**src/core/seq_pkg.sv**
```systemverilog
// Constants and types for the dual buck protection sequencer
package seq_pkg;

    localparam int unsigned CLK_MHZ          = 20;
    localparam int unsigned SS_STAGES        = 5;
    localparam int unsigned SS_TOTAL_US      = 2000;
    localparam int unsigned SS_STAGE_US      = SS_TOTAL_US / SS_STAGES;
    localparam int unsigned SS_STAGE_CYCLES  = SS_STAGE_US * CLK_MHZ;
    localparam int unsigned UV_BLANK_US      = 3000;
    localparam int unsigned UV_BLANK_CYCLES  = UV_BLANK_US * CLK_MHZ;
    localparam int unsigned OV_FILTER_US     = 10;
    localparam int unsigned OV_FILTER_CYCLES = OV_FILTER_US * CLK_MHZ;
    localparam int unsigned SEQ_WINDOW_US    = 60;
    localparam int unsigned SEQ_WINDOW_CYCLES = SEQ_WINDOW_US * CLK_MHZ;

    localparam logic [2:0] ILIM_FULL_STEP = 3'h5;

    localparam logic [3:0] REG_CTRL   = 4'h0;
    localparam logic [3:0] REG_STATUS = 4'h4;
    localparam logic [3:0] REG_LIMIT  = 4'h8;

    localparam int unsigned CTRL_OVP_BIT = 0;
    localparam int unsigned CTRL_UVP_BIT = 1;
    localparam logic [1:0]  CTRL_RESET   = 2'h3;

    localparam logic [1:0] TGT_ADJ = 2'h0;
    localparam logic [1:0] TGT_3V3 = 2'h1;
    localparam logic [1:0] TGT_5V  = 2'h2;

    typedef enum logic [2:0] {
        CH_OFF,
        CH_WAIT,
        CH_SOFT,
        CH_RUN,
        CH_FAULT,
        CH_DISCH
    } chan_state_t;

    // Comparator flags of one output from the analog front end
    typedef struct packed {
        logic ov;       // above 111% of setpoint
        logic uv;       // below 70% of setpoint
        logic good;     // above 92.5% of nominal
        logic low;      // 10% below nominal
        logic swover;   // above switchover threshold
        logic resid;    // residual charge still on output
        logic fb_gnd;   // feedback strap tied to ground
        logic fb_rail;  // feedback strap tied to five-volt rail
    } chan_sense_t;

    typedef struct packed {
        logic       main_en;
        logic [1:0] ch_en;
        logic       five_uv;    // five-volt rail below 4.2 V
        logic       three_uv;   // three-volt rail below 2.5 V
        logic       over_temp;  // die above 150 C
    } supply_sense_t;

    typedef struct packed {
        logic       switching;
        logic       high_side_drive_off;
        logic       low_side_drive_on;
        logic       low_side_drive_off;
        logic       discharge;
        logic       switchover;
        logic       ldo_en;
        logic [2:0] ilim_step;
        logic [1:0] target;
    } chan_drive_t;

endpackage

```
**src/core/dual_buck_protect_sequencer.sv**
```systemverilog
// Dual buck supervisor: soft-start, sequencing, protection, power-ok
//
// Local design decisions: the placing of the registers and the Avalon-MM interface to the registers.
`timescale 1ns/1ps
`default_nettype none

module dual_buck_protect_sequencer
    import seq_pkg::*;
#(
    parameter int unsigned STAGE_CYCLES = SS_STAGE_CYCLES,
    parameter int unsigned BLANK_CYCLES = UV_BLANK_CYCLES
) (
    input  wire logic          sys_clk,
    input  wire logic          rst,
    input  wire supply_sense_t supply_sense,
    input  wire chan_sense_t   chan_sense [2],
    output var  chan_drive_t   chan_drive [2],
    output var  logic          power_ok_out,
    output var  logic          power_ok_oe,
    input  wire logic [3:0]    avs_address,
    input  wire logic          avs_read,
    input  wire logic          avs_write,
    input  wire logic [31:0]   avs_writedata,
    output var  logic [31:0]   avs_readdata,
    output var  logic          avs_waitrequest
);

    localparam int unsigned STAGE_W = $clog2(STAGE_CYCLES + 1);
    localparam int unsigned BLANK_W = $clog2(BLANK_CYCLES + SEQ_WINDOW_CYCLES + 1);
    localparam int unsigned OV_W    = $clog2(OV_FILTER_CYCLES + 1);
    localparam logic [BLANK_W-1:0] BLANK_MAX = BLANK_W'(BLANK_CYCLES);
    localparam logic [BLANK_W-1:0] WINDOW    = BLANK_W'(SEQ_WINDOW_CYCLES);
    localparam logic [STAGE_W-1:0] STAGE_END = STAGE_W'(STAGE_CYCLES - 1);
    localparam logic [OV_W-1:0]    OV_END    = OV_W'(OV_FILTER_CYCLES - 1);

    if (STAGE_CYCLES < 1 || BLANK_CYCLES < SEQ_WINDOW_CYCLES) begin : g_chk
        $error("Stage or blanking count too small");
    end

    // Pin synchronisers: first stage feeds only the second
    supply_sense_t supply_meta_reg;
    supply_sense_t supply_reg;
    supply_sense_t supply_prev_reg;

    always_ff @(posedge sys_clk or posedge rst) begin
        if (rst) begin
            supply_meta_reg <= '0;
            supply_reg      <= '0;
            supply_prev_reg <= '0;
        end else begin
            supply_meta_reg <= supply_sense;
            supply_reg      <= supply_meta_reg;
            supply_prev_reg <= supply_reg;
        end
    end

    logic       main_rise;
    logic [1:0] en_rise;
    logic       latch_clear;
    logic       shutdown;
    logic       lockout;
    logic       run_ok;

    assign main_rise   = supply_reg.main_en & ~supply_prev_reg.main_en;
    assign en_rise     = supply_reg.ch_en & ~supply_prev_reg.ch_en;
    assign latch_clear = main_rise | (|en_rise);
    assign shutdown    = ~supply_reg.main_en & ~(|supply_reg.ch_en);
    assign lockout     = supply_reg.five_uv & supply_reg.three_uv;

    // Control register
    logic [1:0] ctrl_reg;
    logic       ovp_en;
    logic       uvp_en;

    assign ovp_en = ctrl_reg[CTRL_OVP_BIT];
    assign uvp_en = ctrl_reg[CTRL_UVP_BIT];

    // Fault latches; a new trip in the clearing cycle wins
    logic       ov_latch_reg;
    logic       uv_latch_reg;
    logic       thermal_reg;
    logic [1:0] ov_hit;
    logic [1:0] uv_hit;

    always_ff @(posedge sys_clk or posedge rst) begin
        if (rst) begin
            ov_latch_reg <= 1'b0;
        end else if (|ov_hit) begin
            ov_latch_reg <= 1'b1;
        end else if (latch_clear) begin
            ov_latch_reg <= 1'b0;
        end
    end

    always_ff @(posedge sys_clk or posedge rst) begin
        if (rst) begin
            uv_latch_reg <= 1'b0;
        end else if (|uv_hit) begin
            uv_latch_reg <= 1'b1;
        end else if (latch_clear) begin
            uv_latch_reg <= 1'b0;
        end
    end

    always_ff @(posedge sys_clk or posedge rst) begin
        if (rst) begin
            thermal_reg <= 1'b0;
        end else if (supply_reg.over_temp) begin
            thermal_reg <= 1'b1;
        end else if (latch_clear) begin
            thermal_reg <= 1'b0;
        end
    end

    // Lockout is not latched, so channels restart once it clears
    assign run_ok = ~shutdown & ~lockout & ~thermal_reg;

    chan_state_t       state_q  [2];
    logic [BLANK_W-1:0] age_q   [2];
    logic [1:0]        good_in;
    logic [1:0]        low_in;
    logic [1:0]        run_drive;

    for (genvar c = 0; c < 2; c++) begin : g_ch
        chan_sense_t        sense_meta_reg;
        chan_sense_t        sense_reg;
        chan_state_t        state_next;
        logic [STAGE_W-1:0] stage_cnt_reg;
        logic [2:0]         stage_reg;
        logic [OV_W-1:0]    ov_cnt_reg;
        logic [1:0]         target_reg;
        logic               powered;
        logic               ss_done;
        logic               hold_seq;
        chan_drive_t        drive_next;

        always_ff @(posedge sys_clk or posedge rst) begin
            if (rst) begin
                sense_meta_reg <= '0;
                sense_reg      <= '0;
            end else begin
                sense_meta_reg <= chan_sense[c];
                sense_reg      <= sense_meta_reg;
            end
        end

        assign powered  = (state_q[c] == CH_SOFT) || (state_q[c] == CH_RUN);
        assign ss_done  = (stage_reg == 3'(SS_STAGES - 1))
                          && (stage_cnt_reg == STAGE_END);
        // Near-simultaneous enables start together; a later one waits
        assign hold_seq = (state_q[1-c] == CH_SOFT)
                          && (age_q[1-c] >= WINDOW);
        assign good_in[c] = sense_reg.good;
        assign low_in[c]  = sense_reg.low;
        assign run_drive[c] = (state_q[c] == CH_RUN) && drive_next.switching;

        always_comb begin
            state_next = state_q[c];
            case (state_q[c])
                CH_OFF: begin
                    if (run_ok && supply_reg.ch_en[c]) begin
                        state_next = CH_WAIT;
                    end
                end
                CH_WAIT: begin
                    if (!run_ok || !supply_reg.ch_en[c]) begin
                        state_next = CH_OFF;
                    end else if (!hold_seq) begin
                        state_next = CH_SOFT;
                    end
                end
                CH_SOFT, CH_RUN: begin
                    if (ov_latch_reg || uv_latch_reg) begin
                        state_next = CH_FAULT;
                    end else if (!supply_reg.ch_en[c]) begin
                        state_next = CH_DISCH;
                    end else if (!run_ok) begin
                        state_next = CH_OFF;
                    end else if (state_q[c] == CH_SOFT && ss_done) begin
                        state_next = CH_RUN;
                    end
                end
                CH_FAULT: begin
                    if (!ov_latch_reg && !uv_latch_reg) begin
                        state_next = CH_OFF;
                    end
                end
                CH_DISCH: begin
                    if (thermal_reg || !sense_reg.resid) begin
                        state_next = CH_OFF;
                    end else if (run_ok && supply_reg.ch_en[c]) begin
                        state_next = CH_WAIT;
                    end
                end
                default: state_next = CH_OFF;
            endcase
        end

        always_ff @(posedge sys_clk or posedge rst) begin
            if (rst) begin
                state_q[c] <= CH_OFF;
            end else begin
                state_q[c] <= state_next;
            end
        end

        // Equal-length current-limit stages during soft-start
        always_ff @(posedge sys_clk or posedge rst) begin
            if (rst) begin
                stage_cnt_reg <= '0;
                stage_reg     <= '0;
            end else if (state_q[c] != CH_SOFT) begin
                stage_cnt_reg <= '0;
                stage_reg     <= '0;
            end else if (stage_cnt_reg == STAGE_END) begin
                stage_cnt_reg <= '0;
                if (stage_reg != 3'(SS_STAGES - 1)) begin
                    stage_reg <= stage_reg + 3'h1;
                end
            end else begin
                stage_cnt_reg <= stage_cnt_reg + STAGE_W'(1);
            end
        end

        // Time since soft-start began, saturating at blanking end
        always_ff @(posedge sys_clk or posedge rst) begin
            if (rst) begin
                age_q[c] <= '0;
            end else if (!powered) begin
                age_q[c] <= '0;
            end else if (age_q[c] < BLANK_MAX) begin
                age_q[c] <= age_q[c] + BLANK_W'(1);
            end
        end

        assign uv_hit[c] = powered && uvp_en && sense_reg.uv
                           && (age_q[c] >= BLANK_MAX);

        // Glitch filter: trip only after the full persistence time
        always_ff @(posedge sys_clk or posedge rst) begin
            if (rst) begin
                ov_cnt_reg <= '0;
            end else if (!(powered && ovp_en && sense_reg.ov)) begin
                ov_cnt_reg <= '0;
            end else if (ov_cnt_reg != OV_END) begin
                ov_cnt_reg <= ov_cnt_reg + OV_W'(1);
            end
        end

        assign ov_hit[c] = powered && ovp_en && sense_reg.ov
                           && (ov_cnt_reg == OV_END);

        // Strap is sampled as the channel starts from off, after reset release
        always_ff @(posedge sys_clk or posedge rst) begin
            if (rst) begin
                target_reg <= TGT_ADJ;
            end else if (state_q[c] == CH_OFF && state_next == CH_WAIT) begin
                if (sense_reg.fb_gnd) begin
                    target_reg <= TGT_3V3;
                end else if (sense_reg.fb_rail) begin
                    target_reg <= TGT_5V;
                end else begin
                    target_reg <= TGT_ADJ;
                end
            end
        end

        always_comb begin
            drive_next        = '0;
            drive_next.target = target_reg;
            if (state_q[c] == CH_SOFT) begin
                drive_next.ilim_step = stage_reg + 3'h1;
            end else if (state_q[c] == CH_RUN) begin
                drive_next.ilim_step = ILIM_FULL_STEP;
            end
            if (thermal_reg || shutdown && !sense_reg.resid) begin
                drive_next.high_side_drive_off = 1'b1;
                drive_next.low_side_drive_off  = 1'b1;
            end else if (ov_latch_reg) begin
                drive_next.high_side_drive_off = 1'b1;
                drive_next.low_side_drive_on   = 1'b1;
            end else if (uv_latch_reg) begin
                drive_next.high_side_drive_off = 1'b1;
                drive_next.low_side_drive_off  = 1'b1;
                drive_next.discharge           = 1'b1;
            end else if (powered) begin
                drive_next.switching = 1'b1;
            end else begin
                drive_next.high_side_drive_off = 1'b1;
                drive_next.low_side_drive_off  = 1'b1;
                drive_next.discharge = (state_q[c] == CH_DISCH);
            end
            // Channel one feeds the five-volt rail, two the three-volt
            drive_next.switchover = !thermal_reg && state_q[c] == CH_RUN
                                    && sense_reg.swover;
            drive_next.ldo_en = supply_reg.main_en && !thermal_reg
                                && !drive_next.switchover;
        end

        always_ff @(posedge sys_clk or posedge rst) begin
            if (rst) begin
                chan_drive[c] <= '{high_side_drive_off: 1'b1,
                                   low_side_drive_off: 1'b1,
                                   target: TGT_ADJ,
                                   default: 1'b0};
            end else begin
                chan_drive[c] <= drive_next;
            end
        end
    end

    // Power-ok: hysteresis between 92.5% release and 10% low drop
    logic all_run;
    logic pg_release_reg;

    assign all_run = (state_q[0] == CH_RUN) && (state_q[1] == CH_RUN);

    always_ff @(posedge sys_clk or posedge rst) begin
        if (rst) begin
            pg_release_reg <= 1'b0;
        end else if (!all_run) begin
            pg_release_reg <= 1'b0;
        end else if (pg_release_reg) begin
            pg_release_reg <= ~(|low_in);
        end else begin
            pg_release_reg <= &good_in;
        end
    end

    // Open drain: the pin level is never driven high
    always_ff @(posedge sys_clk or posedge rst) begin
        if (rst) begin
            power_ok_out <= 1'b0;
            power_ok_oe  <= 1'b1;
        end else begin
            power_ok_out <= 1'b0;
            // Gated by this cycle's drives so a trip pulls it low at once
            power_ok_oe  <= ~(pg_release_reg & (&run_drive));
        end
    end

    // Avalon slave: one wait cycle on every access
    logic access;
    logic wr_take;

    assign access  = avs_read | avs_write;
    assign wr_take = avs_write & ~avs_waitrequest;

    always_ff @(posedge sys_clk or posedge rst) begin
        if (rst) begin
            avs_waitrequest <= 1'b1;
        end else begin
            avs_waitrequest <= ~(access & avs_waitrequest);
        end
    end

    always_ff @(posedge sys_clk or posedge rst) begin
        if (rst) begin
            ctrl_reg <= CTRL_RESET;
        end else if (wr_take && avs_address == REG_CTRL) begin
            ctrl_reg <= avs_writedata[1:0];
        end
    end

    always_ff @(posedge sys_clk or posedge rst) begin
        if (rst) begin
            avs_readdata <= '0;
        end else if (avs_read && avs_waitrequest) begin
            case (avs_address)
                REG_CTRL:   avs_readdata <= {30'h0, ctrl_reg};
                REG_STATUS: avs_readdata <= {20'h0, pg_release_reg,
                                             thermal_reg, lockout,
                                             uv_latch_reg, ov_latch_reg,
                                             shutdown, state_q[1],
                                             state_q[0]};
                REG_LIMIT:  avs_readdata <= {22'h0,
                                             chan_drive[1].target,
                                             chan_drive[1].ilim_step,
                                             chan_drive[0].target,
                                             chan_drive[0].ilim_step};
                default:    avs_readdata <= '0;
            endcase
        end
    end

endmodule // dual_buck_protect_sequencer

`default_nettype wire

```
**config.mk**
```make
export PLATFORM = sky130hd
export DESIGN_NAME = dual_buck_protect_sequencer
export DESIGN_NICKNAME = d
export VERILOG_FILES = /design/src/core/seq_pkg.sv /design/src/core/dual_buck_protect_sequencer.sv
export SDC_FILE = /design/constraint.sdc
export NUM_CORES = 1
export LEC_CHECK = 0
export ABC_CLOCK_PERIOD_IN_PS = 15390
export BUFFER_PORTS_ARGS = -buffer_cell sky130_fd_sc_hd__buf_2
export CAP_MARGIN = 15
export CORE_MARGIN = 2
export CORE_UTILIZATION = 45
export CTS_BUF_LIST = sky130_fd_sc_hd__clkbuf_2 sky130_fd_sc_hd__clkbuf_4 sky130_fd_sc_hd__clkbuf_8
export CTS_CLUSTER_DIAMETER = 150
export DETAILED_ROUTE_END_ITERATION = 12
export GPL_ROUTABILITY_DRIVEN = 0
export GPL_TIMING_DRIVEN = 0
export MAX_ROUTING_LAYER = met4
export PLACE_DENSITY = 0.66
export SLEW_MARGIN = 20
export SYNTH_ARGS = -nofsm -noshare
export SYNTH_HDL_FRONTEND = slang
export SYNTH_SLANG_ARGS = --single-unit
```
**constraint.sdc**
```tcl
create_clock -name sys_clk -period 15.39 [get_ports sys_clk]
set_input_delay 1.539 -clock sys_clk [delete_from_list [all_inputs] [get_ports sys_clk]]
set_output_delay 1.539 -clock sys_clk [all_outputs]
set_load 0.03 [all_outputs]
```
==> results.toml <==
[timing]
setup_viol_count_final = 0
fin_crit_ns = 2.75
grt_setup_unrepaired = "no"
drv_slew = 0
hold_viol_final = 0
period_share = 0.179
maxSlewHeadroom = 0.388
fmax_ghz = 0.364
finalWorstSetupSlack_ns = 12.64
finClkSkew_ns = 0.0174
setup_tns_ns = 0
tightest_slew_ns = 0.910

[cts]
numCtsBuffers = 17
cts_tree = "built"
clkSlewWorstSetupHoldPaths_ns = 0.11
root_buffer = "clkbuf_8"
h-tree-depth = 4
cts_sinks = 181
cts_hold_buf = 0
cts_resized = 0
clockBufferDepth = 2
clk_latency_ns = 0.47
cts_setup_buffers = 0

[logic_synthesis]
synth-seq-cells = 181
synth_simple_gate_area_frac = 0.182
synth_common_cells = "173 x dfrtp_1, 97 x nor2_1, 63 x nand2_1"
synth_xor_area_frac = 0.0680
synthFlopType = "dfrtp_1"
synth-compound-area-share = 0.0909
synth.area.mux_share = 0.0135
syn-cell-area_mm2 = 0.00786
yosys.area.top_type = "dfrtp_1"
synth_most_common_cell = "dfrtp_1"
synth_fa_ha_area_frac = 0.0191
synth_top_area_frac = 0.551
synth_edf_count = 0
ys_types = 60
avgSynthCellArea_um2 = 10.8
synth_top_family_by_area = "simple AND/OR/NAND/NOR gates"
yosysWarnings = 0
synth_area_leaders = "dfrtp_1 55%, nor2_1 4.6%, xnor2_1 4.5%"
synth_cells = 731
ys_seq_area_frac = 0.578
async_reset_ff_frac = 1.00

[routing]
drtIter0Drc = 272
drcViolationCount = 0
routed_via_density = 5.01
vias = 5405
wl_per_cell_um = 14.6
dr.pass1.iters = 7
final_antenna_net_count = 0
wl_um = 15700

[setup_path]
crit_end = "avs_waitrequest"
reg2reg_from = "age_q[7]$_DFFE_PP0P_"
reg2reg_depth = 7
crit_slowest_cell = "dfstp_2"
start_kind = "flop"
crit_path_end_kind = "primary output"
path_cells = "buf_2"
critPathMaxFanout = 4
crit_required_ns = 13.85
crit_buf_inv = 1
r2r-end = "age_q[11]$_DFFE_PP0P_"
cp.depth = 1
path_class = "reg -> out"
critPathLaunch = "avs_waitrequest$_DFF_PP1_"
cp.arrival_ns = 1.21
reg2reg_slack_ns = 13.51
cp_slowest_stage_delay_ns = 0.55
cp_top_family = "flip-flops"

[floorplanning]
pin_count = 121
start_util = 0.458
die_area_mm2 = 0.0185
die-width_um = 136
die_h_um = 136
num_rows = 48
core_mm2 = 0.0172

[placed_design]
dp_hpwl_um = 11300
placed_cells_incl_taps = 1046
post-place-ws_ns = 12.32
port_buffers = 69

[finish]
layout-drive-gt1-share = 0.195
instances_no_fill = 1079
largest_reg_flops = 32
fin_nets = 914
area_growth_pct = 14.5

[power_and_ir_drop]
power.density_mw_per_mm2 = 97.2
switching_share = 0.276
pwr-share-clk = 0.364
leakagePower_uw = 0.00400
switching_power_uw = 242
intPower_uw = 633
peakVddDrop_v = 0.0000629
sequentialPowerShare = 0.572
p_comb_frac = 0.065

[global_routing]
grt_usage = 0.188
grt_pass1_vias = 5390
antenna_found_initial = 1
grt_pass1_wl_um = 26200
gr-total-overflow = 0
grt_max_degree = 108

[status]
status = "complete, no violations"

[hold_path]
hp-class = "reg -> reg"

[job]
drv_cap = 0
## worst min path at each step
stage | from | endpoint | slack [ns] | cells after the start
2_1_floorplan | g_ch[0].sense_meta_reg[0]$_DFF_PP0_ | g_ch[0].sense_reg[0]$_DFF_PP0_ | 0.33 | 0
3_3_place_gp | g_ch[0].sense_meta_reg[0]$_DFF_PP0_ | g_ch[0].sense_reg[0]$_DFF_PP0_ | 0.33 | 0
3_5_place_dp | g_ch[1].sense_meta_reg[5]$_DFF_PP0_ | g_ch[1].sense_reg[5]$_DFF_PP0_ | 0.33 | 0
4_1_cts | g_ch[0].sense_meta_reg[3]$_DFF_PP0_ | g_ch[0].sense_reg[3]$_DFF_PP0_ | 0.35 | 0
5_1_grt | g_ch[1].sense_meta_reg[1]$_DFF_PP0_ | g_ch[1].sense_reg[1]$_DFF_PP0_ | 0.35 | 0
6_report | g_ch[1].sense_meta_reg[1]$_DFF_PP0_ | g_ch[1].sense_reg[1]$_DFF_PP0_ | 0.35 | 0
## layout make-up
cell class,instances,area (um2)
inverter,26,105
timing repair buffer,70,373
antenna,1,2.50
fill,1567,8180
tap,225,282
multi-input combinational,498,3010
buffer,46,285
clock buffer,18,241
sequential,181,4540
clock inverter,14,159
## per-stage QoR
step / power (uW) / hold slack (ns) / cell area, um2 / util
6_report: 874 / 0.347 / 9000 / 0.524
5_1_grt: 910 / 0.355 / 9000 / 0.524
4_1_cts: 886 / 0.350 / 9000 / 0.524
3_5_place_dp: 567 / 0.335 / 8600 / 0.501
3_3_place_gp: 565 / 0.331 / 8560 / 0.498
2_1_floorplan: 546 / 0.331 / 7940 / -
## power groups by stage
stage	Sequential, uW	Clock [uW]	Combinational [uW]
floorplan	514	0	32.6
global placement	509	0	56.0
detailed placement	509	0	57.6
CTS	500	328	57.7
global route	502	345	63.0
finish	500	318	56.6
## kinds of logic (layout without fill, tap and decap cells)
kind of cell	count (synthesis)	after routing
other	1	22
buffers and inverters	72	174
XOR/XNOR	61	61
AND/OR/NAND/NOR	289	289
multiplexers	10	10
AO/OA/AOI/OAI	105	105
adder cells (fa/ha/maj)	12	12
flip-flops	181	181
## placed cells by master, fill, tap and decap left out, types with 4 or more instances in the layout
master and count:
dfrtp_1 173, nor2_1 97, buf_2 72, nand2_1 63, xnor2_1 40, nand3_1 40, a21oi_1 28, inv_1 25
buf_4 23, o21ai_0 22, xor2_1 21, conb_1 21, clkbuf_8 17, clkbuf_1 16, and3_1 16, nor3_1 15
nand4_1 12, ha_1 12, a211oi_1 9, a31oi_1 9, nor4_1 8, dfstp_2 8, nand2b_1 7, nor2b_1 6
a22oi_1 6, a211oi_2 5, mux2i_1 5, inv_6 5, a31o_2 4, or3_1 4, and2_1 4, inv_8 4
mux2_2 4, clkinv_8 4
## metal layers
| metal | routed length, um | GRT usage | up-vias |
|---|---|---|---|
| met5 | 0 | - | - |
| met4 | 247 | 0.0579 | 0 |
| met3 | 631 | 0.0421 | 14 |
| met2 | 7800 | 0.301 | 87 |
| met1 | 7070 | 0.240 | 2612 |
| li1 | - | - | 2692 |
Note: power is estimated with default switching activity, not from simulation.
